### src/design/clock_switch_params.svh
// Register offsets, field positions, reset values and timing counts of the clock switch block
`ifndef CLOCK_SWITCH_PARAMS_SVH
`define CLOCK_SWITCH_PARAMS_SVH
// Printed offsets are register indices; the byte address is four times the index
`define IDX_CLOCK_SWITCH_CONTROL 8'h80
`define IDX_SYSTEM_STATE 8'hA1
`define IDX_WAKE_CONFIG 8'hC9
`define IDX_WAKE_DETECT 8'hAF
`define IDX_IRQ_STATUS 8'hB0
`define IDX_IRQ_MASK 8'hB1
`define ADDR_OF(idx) ({2'h0, idx, 2'h0})
// Clock switch control fields
`define CTL_METER_SEL 7
`define CTL_PLL_EN 6
`define CTL_FAST_STOP 5
`define CTL_METER_GATE 4
`define CTL_DISPLAY_GATE 3
`define CTL_SLEEP_HI 2
`define CTL_SLEEP_LO 1
`define CTL_CPU_SEL 0
`define CTL_RESET 8'h00
// System state fields
`define ST_FIRST_LEVEL 5
`define ST_PIN_WAKE 3
`define ST_TIMER_WAKE 2
`define ST_POWER_DOWN 1
`define ST_LINE_POWER 0
// Interrupt status fields
`define IRQ_POWER_DOWN 0
`define IRQ_WAKE 1
`define IRQ_LINE_UP 2
// Time after entering sleep or deep sleep before a wake request is accepted, ns
`define WAKE_SETTLE_NS 40
`define CLK_PERIOD_NS 10
`endif

### src/design/clock_switch_pkg.sv
// Types shared by the clock switch block
package clock_switch_pkg;
  typedef enum logic [2:0] {
    ST_RUN = 3'h1,
    ST_SLEEP = 3'h2,
    ST_DEEP = 3'h4
  } power_state_t;
  typedef struct packed {
    logic pin;
    logic rtc;
    logic pulse;
    logic power;
  } wake_src_t;
  typedef struct packed {
    logic por_bor;
    logic ext_pin;
    logic watchdog;
    logic other;
  } reset_cause_t;
  typedef struct packed {
    logic cpu_run;
    logic cpu_from_pll;
    logic meter_run;
    logic meter_from_pll;
    logic display_run;
    logic periph_run;
    logic pll_run;
  } clock_ctl_t;
endpackage

### src/design/clock_switch_sleep_control.sv
// Clock switch, clock gating and sleep control with AXI4-Lite registers
//
// Overview of operation
// Fast-stop write selects oscillator, clears PLL enable and gates the processor clock.
// Fast-stop on battery power enters ordinary sleep, never deep sleep.
// Fast-stop on line power does not enter sleep.
// Metering gate bit stops metering clock; resets to zero, clock running.
// Display gate stops display clock only when PLL feeds processor and metering.
// On battery with oscillator selected, sleep field 11 or 01 enters sleep.
// Sleep field 10 stops processor and peripheral clocks and enters deep sleep.
// Processor select picks oscillator or PLL; reads back current source; resets zero.
// Wake without reset keeps state, clears only sleep, PLL enable, fast-stop bits.
// First-level reset flag set by power-on, pin or watchdog; cleared by others.
// Pin wakeup flag set when a pin event ends sleep or deep sleep.
// Timer/pulse flag set on sleep wakeup; pulse detect bit tells pulse from clock.
// Power-down flag is one below 1.0 V, raises interrupt; zero above 1.1 V.
// Line-power flag is one above 1.1 V and zero below 1.0 V.
// Deep sleep wakes only on pin or power recovery; resets to oscillator state unless wake-without-reset.
// Sleep wakes on pin, clock, pulse or recovery; resets unless wake-without-reset.
// With fast-stop clear, PLL enable starts PLL, feeds processor, locks selection.
// Between thresholds both supply flags hold their previous values.
// Reserved status bits read zero and ignore writes.
`timescale 1ns/1ps
`include "clock_switch_params.svh"

module clock_switch_sleep_control #(
  parameter int ADDR_W = 12
) (
  input wire logic aclk,
  input wire logic aresetn,
  input wire logic [ADDR_W-1:0] s_axi_awaddr,
  input wire logic s_axi_awvalid,
  output logic s_axi_awready,
  input wire logic [31:0] s_axi_wdata,
  input wire logic [3:0] s_axi_wstrb,
  input wire logic s_axi_wvalid,
  output logic s_axi_wready,
  output logic [1:0] s_axi_bresp,
  output logic s_axi_bvalid,
  input wire logic s_axi_bready,
  input wire logic [ADDR_W-1:0] s_axi_araddr,
  input wire logic s_axi_arvalid,
  output logic s_axi_arready,
  output logic [31:0] s_axi_rdata,
  output logic [1:0] s_axi_rresp,
  output logic s_axi_rvalid,
  input wire logic s_axi_rready,
  input wire logic supply_above_high,
  input wire logic supply_below_low,
  input wire clock_switch_pkg::wake_src_t wake_events,
  input wire clock_switch_pkg::reset_cause_t reset_cause,
  input wire logic reset_cause_valid,
  output clock_switch_pkg::clock_ctl_t clock_ctl,
  output clock_switch_pkg::power_state_t power_state,
  output logic wake_reset_req,
  output logic irq
);
  import clock_switch_pkg::*;

  localparam int SETTLE_CYC = (`WAKE_SETTLE_NS + `CLK_PERIOD_NS - 1) / `CLK_PERIOD_NS;

  // ****************************************
  // Pin synchronisers
  // ****************************************
  logic [5:0] sync1_reg;
  logic [5:0] sync2_reg;
  logic [5:0] sync3_reg;
  logic [5:0] pins_raw;
  logic [5:0] pins_stable_reg;
  assign pins_raw = {supply_above_high, supply_below_low, wake_events};

  always_ff @(posedge aclk) begin
    if (!aresetn) begin
      sync1_reg <= 6'h00;
      sync2_reg <= 6'h00;
      sync3_reg <= 6'h00;
    end else begin
      sync1_reg <= pins_raw;
      sync2_reg <= sync1_reg;
      sync3_reg <= sync2_reg;
    end
  end

  genvar gi;
  generate
    for (gi = 0; gi < 6; gi++) begin : g_pin
      always_ff @(posedge aclk) begin
        if (!aresetn) begin
          pins_stable_reg[gi] <= 1'b0;
        end else if (sync2_reg[gi] == sync3_reg[gi]) begin
          pins_stable_reg[gi] <= sync3_reg[gi];
        end
      end
    end
  endgenerate

  logic above_high;
  logic below_low;
  wake_src_t wake_s;
  assign above_high = pins_stable_reg[5];
  assign below_low = pins_stable_reg[4];
  assign wake_s = wake_src_t'(pins_stable_reg[3:0]);

  // ****************************************
  // Bus slave
  // ****************************************
  logic aw_held_reg;
  logic w_held_reg;
  logic [ADDR_W-1:0] awaddr_reg;
  logic [7:0] wdata_reg;
  logic wstrb0_reg;
  logic wr_fire;
  assign s_axi_awready = !aw_held_reg && !s_axi_bvalid;
  assign s_axi_wready = !w_held_reg && !s_axi_bvalid;
  assign wr_fire = aw_held_reg && w_held_reg;

  always_ff @(posedge aclk) begin
    if (!aresetn) begin
      aw_held_reg <= 1'b0;
      w_held_reg <= 1'b0;
      awaddr_reg <= '0;
      wdata_reg <= 8'h00;
      wstrb0_reg <= 1'b0;
      s_axi_bvalid <= 1'b0;
    end else begin
      if (s_axi_awvalid && s_axi_awready) begin
        aw_held_reg <= 1'b1;
        awaddr_reg <= s_axi_awaddr;
      end
      if (s_axi_wvalid && s_axi_wready) begin
        w_held_reg <= 1'b1;
        wdata_reg <= s_axi_wdata[7:0];
        wstrb0_reg <= s_axi_wstrb[0];
      end
      if (wr_fire) begin
        aw_held_reg <= 1'b0;
        w_held_reg <= 1'b0;
        s_axi_bvalid <= 1'b1;
      end else if (s_axi_bready) begin
        s_axi_bvalid <= 1'b0;
      end
    end
  end

  logic wr_hit_ctl;
  logic wr_hit_wcfg;
  logic wr_hit_irqst;
  logic wr_hit_mask;
  logic wr_mapped;
  assign wr_hit_ctl = awaddr_reg == ADDR_W'(`ADDR_OF(`IDX_CLOCK_SWITCH_CONTROL));
  assign wr_hit_wcfg = awaddr_reg == ADDR_W'(`ADDR_OF(`IDX_WAKE_CONFIG));
  assign wr_hit_irqst = awaddr_reg == ADDR_W'(`ADDR_OF(`IDX_IRQ_STATUS));
  assign wr_hit_mask = awaddr_reg == ADDR_W'(`ADDR_OF(`IDX_IRQ_MASK));
  assign wr_mapped = wr_hit_ctl || wr_hit_wcfg || wr_hit_irqst || wr_hit_mask
    || awaddr_reg == ADDR_W'(`ADDR_OF(`IDX_SYSTEM_STATE))
    || awaddr_reg == ADDR_W'(`ADDR_OF(`IDX_WAKE_DETECT));

  logic bresp_err_reg;
  always_ff @(posedge aclk) begin
    if (!aresetn) begin
      bresp_err_reg <= 1'b0;
    end else if (wr_fire) begin
      bresp_err_reg <= !wr_mapped;
    end
  end
  assign s_axi_bresp = bresp_err_reg ? 2'h2 : 2'h0;

  logic wr_en;
  assign wr_en = wr_fire && wstrb0_reg;

  // ****************************************
  // Registers
  // ****************************************
  logic [7:0] ctl_reg;
  logic [7:0] ctl_next;
  logic wake_no_reset_reg;
  logic pulse_detect_reg;
  logic pin_wake_reg;
  logic timer_wake_reg;
  logic first_level_reg;
  logic line_power_reg;
  logic power_down_reg;
  logic [2:0] irq_status_reg;
  logic [2:0] irq_mask_reg;
  logic wake_now;
  logic pll_locked_reg;
  power_state_t state_reg;
  power_state_t state_next;
  logic [$clog2(SETTLE_CYC+1)-1:0] settle_reg;

  always_comb begin
    ctl_next = ctl_reg;
    if (wr_en && wr_hit_ctl) begin
      ctl_next = wdata_reg;
      if (wdata_reg[`CTL_FAST_STOP]) begin
        ctl_next[`CTL_CPU_SEL] = 1'b0;
        ctl_next[`CTL_PLL_EN] = 1'b0;
      end else if (wdata_reg[`CTL_PLL_EN]) begin
        ctl_next[`CTL_CPU_SEL] = 1'b1;
      end else if (pll_locked_reg) begin
        ctl_next[`CTL_CPU_SEL] = ctl_reg[`CTL_CPU_SEL];
      end
    end
    if (wake_now && wake_no_reset_reg) begin
      ctl_next[`CTL_PLL_EN] = 1'b0;
      ctl_next[`CTL_FAST_STOP] = 1'b0;
      ctl_next[`CTL_SLEEP_HI] = 1'b0;
      ctl_next[`CTL_SLEEP_LO] = 1'b0;
    end
  end

  always_ff @(posedge aclk) begin
    if (!aresetn) begin
      ctl_reg <= `CTL_RESET;
    end else if (wake_now && !wake_no_reset_reg) begin
      // Cleared at the wake edge itself so a stale sleep field cannot re-enter sleep
      ctl_reg <= `CTL_RESET;
    end else begin
      ctl_reg <= ctl_next;
    end
  end

  always_ff @(posedge aclk) begin
    if (!aresetn) begin
      pll_locked_reg <= 1'b0;
    end else if (wake_now) begin
      pll_locked_reg <= 1'b0;
    end else if (wr_en && wr_hit_ctl && !wdata_reg[`CTL_FAST_STOP]) begin
      pll_locked_reg <= wdata_reg[`CTL_PLL_EN];
    end
  end

  always_ff @(posedge aclk) begin
    if (!aresetn) begin
      wake_no_reset_reg <= 1'b0;
      pulse_detect_reg <= 1'b0;
    end else begin
      if (wr_en && wr_hit_wcfg) begin
        wake_no_reset_reg <= wdata_reg[0];
      end
      if (wake_now && state_reg == ST_SLEEP) begin
        pulse_detect_reg <= wake_s.pulse && !wake_s.rtc;
      end
    end
  end

  // ****************************************
  // Supply monitor flags
  // ****************************************
  always_ff @(posedge aclk) begin
    if (!aresetn) begin
      line_power_reg <= 1'b0;
      power_down_reg <= 1'b0;
    end else if (above_high) begin
      line_power_reg <= 1'b1;
      power_down_reg <= 1'b0;
    end else if (below_low) begin
      line_power_reg <= 1'b0;
      power_down_reg <= 1'b1;
    end
  end
  // Between thresholds neither branch fires, so both flags hold R18

  // ****************************************
  // Sleep state machine
  // ****************************************
  logic sleep_req;
  logic deep_req;
  logic [1:0] sleep_field;
  logic fast_stop_wr;
  assign sleep_field = {ctl_reg[`CTL_SLEEP_HI], ctl_reg[`CTL_SLEEP_LO]};
  assign fast_stop_wr = wr_en && wr_hit_ctl && wdata_reg[`CTL_FAST_STOP];
  always_comb begin
    sleep_req = 1'b0;
    deep_req = 1'b0;
    if (!line_power_reg && !ctl_reg[`CTL_CPU_SEL]) begin
      sleep_req = sleep_field[0];
      deep_req = (sleep_field == 2'h2);
    end
    if (fast_stop_wr && !line_power_reg) begin
      sleep_req = 1'b1;
      deep_req = 1'b0;
    end
  end

  always_comb begin
    wake_now = 1'b0;
    case (state_reg)
      ST_SLEEP: wake_now = (settle_reg == '0) && (|wake_s);
      ST_DEEP: wake_now = (settle_reg == '0) && (wake_s.pin || wake_s.power);
      default: wake_now = 1'b0;
    endcase
  end

  always_comb begin
    state_next = state_reg;
    case (state_reg)
      ST_RUN: begin
        if (deep_req) begin
          state_next = ST_DEEP;
        end else if (sleep_req) begin
          state_next = ST_SLEEP;
        end
      end
      ST_SLEEP: if (wake_now) state_next = ST_RUN;
      ST_DEEP: if (wake_now) state_next = ST_RUN;
      default: state_next = ST_RUN;
    endcase
  end

  always_ff @(posedge aclk) begin
    if (!aresetn) begin
      state_reg <= ST_RUN;
      settle_reg <= '0;
      wake_reset_req <= 1'b0;
    end else begin
      state_reg <= state_next;
      wake_reset_req <= wake_now && !wake_no_reset_reg;
      if (state_reg == ST_RUN && state_next != ST_RUN) begin
        settle_reg <= ($clog2(SETTLE_CYC+1))'(SETTLE_CYC);
      end else if (settle_reg != '0) begin
        settle_reg <= settle_reg - 1'b1;
      end
    end
  end
  assign power_state = state_reg;

  // ****************************************
  // Status flags
  // ****************************************
  always_ff @(posedge aclk) begin
    if (!aresetn) begin
      pin_wake_reg <= 1'b0;
      timer_wake_reg <= 1'b0;
      first_level_reg <= 1'b0;
    end else begin
      if (wake_now) begin
        pin_wake_reg <= wake_s.pin;
        timer_wake_reg <= (state_reg == ST_SLEEP) && (wake_s.rtc || wake_s.pulse);
      end
      if (reset_cause_valid) begin
        first_level_reg <= reset_cause.por_bor || reset_cause.ext_pin
          || reset_cause.watchdog;
      end
    end
  end

  // ****************************************
  // Interrupts
  // ****************************************
  logic [2:0] irq_events;
  logic line_prev_reg;
  always_ff @(posedge aclk) begin
    if (!aresetn) begin
      line_prev_reg <= 1'b0;
    end else begin
      line_prev_reg <= line_power_reg;
    end
  end
  assign irq_events = {line_power_reg && !line_prev_reg, wake_now,
    below_low && !power_down_reg};

  always_ff @(posedge aclk) begin
    if (!aresetn) begin
      irq_status_reg <= 3'h0;
      irq_mask_reg <= 3'h0;
    end else begin
      if (wr_en && wr_hit_mask) begin
        irq_mask_reg <= wdata_reg[2:0];
      end
      if (wr_en && wr_hit_irqst) begin
        irq_status_reg <= (irq_status_reg & ~wdata_reg[2:0]) | irq_events;
      end else begin
        irq_status_reg <= irq_status_reg | irq_events;
      end
    end
  end
  assign irq = |(irq_status_reg & irq_mask_reg);

  // ****************************************
  // Clock outputs
  // ****************************************
  always_comb begin
    clock_ctl.cpu_from_pll = ctl_reg[`CTL_CPU_SEL];
    clock_ctl.meter_from_pll = ctl_reg[`CTL_METER_SEL];
    clock_ctl.pll_run = ctl_reg[`CTL_PLL_EN] || ctl_reg[`CTL_CPU_SEL]
      || ctl_reg[`CTL_METER_SEL];
    clock_ctl.cpu_run = state_reg == ST_RUN && !ctl_reg[`CTL_FAST_STOP];
    clock_ctl.periph_run = state_reg == ST_RUN;
    clock_ctl.meter_run = !ctl_reg[`CTL_METER_GATE] && state_reg != ST_DEEP;
    clock_ctl.display_run = !(ctl_reg[`CTL_DISPLAY_GATE] && ctl_reg[`CTL_CPU_SEL]
      && ctl_reg[`CTL_METER_SEL]);
  end

  // ****************************************
  // Read channel
  // ****************************************
  logic [7:0] rd_data;
  logic rd_ok;
  always_comb begin
    rd_data = 8'h00;
    rd_ok = 1'b1;
    case (s_axi_araddr)
      ADDR_W'(`ADDR_OF(`IDX_CLOCK_SWITCH_CONTROL)): rd_data = ctl_reg;
      ADDR_W'(`ADDR_OF(`IDX_SYSTEM_STATE)): begin
        rd_data[`ST_FIRST_LEVEL] = first_level_reg;
        rd_data[`ST_PIN_WAKE] = pin_wake_reg;
        rd_data[`ST_TIMER_WAKE] = timer_wake_reg;
        rd_data[`ST_POWER_DOWN] = power_down_reg;
        rd_data[`ST_LINE_POWER] = line_power_reg;
      end
      ADDR_W'(`ADDR_OF(`IDX_WAKE_CONFIG)): rd_data = {7'h00, wake_no_reset_reg};
      ADDR_W'(`ADDR_OF(`IDX_WAKE_DETECT)): rd_data = {4'h0, pulse_detect_reg, 3'h0};
      ADDR_W'(`ADDR_OF(`IDX_IRQ_STATUS)): rd_data = {5'h00, irq_status_reg};
      ADDR_W'(`ADDR_OF(`IDX_IRQ_MASK)): rd_data = {5'h00, irq_mask_reg};
      default: rd_ok = 1'b0;
    endcase
  end

  assign s_axi_arready = !s_axi_rvalid;
  always_ff @(posedge aclk) begin
    if (!aresetn) begin
      s_axi_rvalid <= 1'b0;
      s_axi_rdata <= 32'h0000_0000;
      s_axi_rresp <= 2'h0;
    end else if (s_axi_arvalid && s_axi_arready) begin
      s_axi_rvalid <= 1'b1;
      s_axi_rdata <= {24'h00_0000, rd_data};
      s_axi_rresp <= rd_ok ? 2'h0 : 2'h2;
    end else if (s_axi_rready) begin
      s_axi_rvalid <= 1'b0;
    end
  end

endmodule

### config.mk
export PLATFORM = sky130hd
export DESIGN_NAME = clock_switch_sleep_control
export DESIGN_NICKNAME = d
export VERILOG_FILES = /design/src/design/clock_switch_pkg.sv /design/src/design/clock_switch_sleep_control.sv
export VERILOG_INCLUDE_DIRS = /design/src /design/src/design
export SDC_FILE = /design/constraint.sdc
export NUM_CORES = 1
export LEC_CHECK = 0
export BUFFER_PORTS_ARGS = -buffer_cell sky130_fd_sc_hd__clkbuf_2
export CAP_MARGIN = 20
export CORE_ASPECT_RATIO = 0.5
export CORE_MARGIN = 1
export CORE_UTILIZATION = 30
export CTS_CLUSTER_SIZE = 14
export DETAILED_ROUTE_END_ITERATION = 10
export RECOVER_POWER = 100
export SLEW_MARGIN = 15
export SYNTH_ARGS = -nofsm -noshare
export SYNTH_HDL_FRONTEND = slang
export SYNTH_SLANG_ARGS = --single-unit
### constraint.sdc
create_clock -name aclk -period 2.9 [get_ports aclk]
set_clock_uncertainty 0.1 [all_clocks]
set_input_delay 0.58 -clock aclk [delete_from_list [all_inputs] [get_ports aclk]]
set_output_delay 0.58 -clock aclk [all_outputs]
set_load 0.01 [all_outputs]
==> flow_summary.toml <==
[floorplan]
dieArea_mm2 = 0.0137
rows = 29
ios = 131
core_area_mm2 = 0.0128
start_util_pct = 31.0
dieHeight_um = 83.2
die_x_um = 164

[synth]
syn_area_mm2 = 0.00396
synth_area_per_cell_um2 = 8.42
synthTopCellsByArea = "dfxtp_1, a21oi_1, nand2_1"
synth_edf_count = 0
ys_ff_latch = 89
synth_area_leader_cell = "dfxtp_1"
synthTopCellsByCount = "dfxtp_1, nand2_1, a21oi_1"
synthFlopType = "dfxtp_1"
yosysMostFrequentCell = "dfxtp_1"
yosysSeqAreaShare_pct = 45.0
ys.warnings.count = 0
async_flop_share_pct = 0
synth_cells = 470
synth_cell_types = 58
synth_top_cell_area_share_pct = 45.0

[global_routing]
grt_pass1_vias = 3122
antenna_found_initial = 0
grt_overflow = 0
grt_max_degree = 41
grt_util_all_layers_pct = 14.3
grt_pass1_wl_um = 15200

[routing]
vias = 3428
drt-pass1-iter-count = 4
drt-initial-drc-count = 207
totalWireLength_um = 9490
drc = 0
vias_per_cell = 4.81
final_antenna_net_count = 0
routedWlPerCell_um = 13.3

[finish]
synthToLayoutAreaGrowth_pct = 16.9
largest_reg_flops = 12
n_antenna_cell = 0
num-fill-cells = 1371
multi_input_area_mm2 = 0.00189
finalNetCount = 618
fin_cells = 712
seq_area_mm2 = 0.00178
drive_gt1_share_pct = 13.8

[critical_path]
path_buf_inv = 3
start_kind = "input pin"
crit_path_end_kind = "flip-flop"
path_delay_family = "buffers and inverters"
critPathMaxFanout = 40
path_cells = "clkbuf_1 -> inv_1 -> dlymetal6s4s_1 -> a211oi_1 -> a31o_2"
worstPathArrival_ns = 2.69
worstRegToRegCells = 5
cpPeakStageDelay_ns = 1.29
cpMaxStageDelayCell = "dlymetal6s4s_1"
worst-path-stages = 5
crit_type = "in -> reg"
critPathRequiredTime_ns = 3.03

[placement]
place_ws_ns = 0.501
dpl.hpwl_um = 6990
dp.cells = 696
gp_congestion = 0.881
io_buffers = 76

[clock_tree]
clkSinkCount = 89
hold_buffers = 0
clock_latency_ns = 0.34
cts.clk_slew.worst_paths_ns = 0.07
cts_max_level = 3
cts.path.max_buffers = 2
cts_buffers = 9
post_cts_buffers = 0
ctsResizeCount = 0
cts_root_buf = "clkbuf_16"
tritoncts = "done"

[outcome]
violations = "max-capacitance violations, max-slew violations"
status = "complete, but fails checks"

[power]
ir_drop_mv = 0.242
pwr_density_cell_mw_per_mm2 = 617
p_leak_nw = 1.80

[job]
cap_violations = 1

[timing]
rsz0062_at_grt = "false"
period_share_pct = 88.3
setup_viol = 0
tns_ns = 0
hold_viol = 0
fin_crit_ns = 2.56
setup_ws_ns = 0.338
holdWs_ns = 0.324
tightest_slew_ns = 1.57
slew_viol_final = 41
slew_headroom_pct = -4.77
max_freq_mhz = 390

[worst_hold_path]
hp-class = "in -> reg"
min_path_cells = 2
==> cell type report <==
cell class	instances	share of cell area [%]
multi-input cells	343	40.8
well taps	170	4.60
flip-flops and latches	89	38.5
repair buffers	80	8.11
clock buffers	11	5.46
inverters	14	1.14
clock inverters	5	1.33
==> worst paths after layout <==
check | start | to | slack [ns]
hold / removal | reset_cause_valid | first_level_reg | 0.32
setup / recovery | aresetn | settle_reg[2] | 0.34
setup reg to reg | awaddr_reg[0] | power_state[2] | 0.38
hold reg to reg | sync1_reg[3] | sync2_reg[3] | 0.33
==> report_power, final <==
part	internal (mW)	switching, mW	total [mW]	leakage, nW
logic	0.127	0.194	0.322	0.921
clock network	0.721	0.493	1.21	0.157
registers	1.28	0.0392	1.32	0.725
total	2.13	0.727	2.85	1.80
==> logic make-up after synthesis <==
logic type	Yosys count	synth area share [%]
simple gates	187	24.5
compound gates	119	18.4
flops	89	45.0
buf+inv	63	9.11
mux	6	1.52
fa+ha+maj	3	0.949
xor+xnor	2	0.443
other cells	1	0.0948
==> per-stage QoR <==
stage | total power, mW | utilization, % | cell area, µm²
2_1_floorplan | 1.60 | - | 4050
3_3_place_gp | 1.66 | 34.3 | 4380
3_5_place_dp | 1.67 | 34.3 | 4380
4_1_cts | 2.89 | 36.7 | 4690
5_1_grt | 2.99 | 36.2 | 4630
6_report | 2.85 | 36.2 | 4630
==> per-layer routing <==
layer	part of all wire (%)	GRT usage, %
met5	0	0
met4	1.6	4.59
met3	5.9	4.10
met2	41	21.6
met1	51	19.3
==> cell usage in the layout (no fill, tap or decap), types with 6 or more instances in the layout <==
cell / n
dfxtp_1: 89
o21ai_0: 27
nand2_1: 68
clkbuf_2: 47
nor2_1: 27
mux2i_1: 6
inv_1: 14
nand2b_1: 8
conb_1: 26
clkbuf_1: 30
nor3_1: 12
nand3_1: 13
and2_1: 24
clkbuf_16: 9
a21oi_1: 53
No activity file was read; power rests on OpenSTA's default activity.
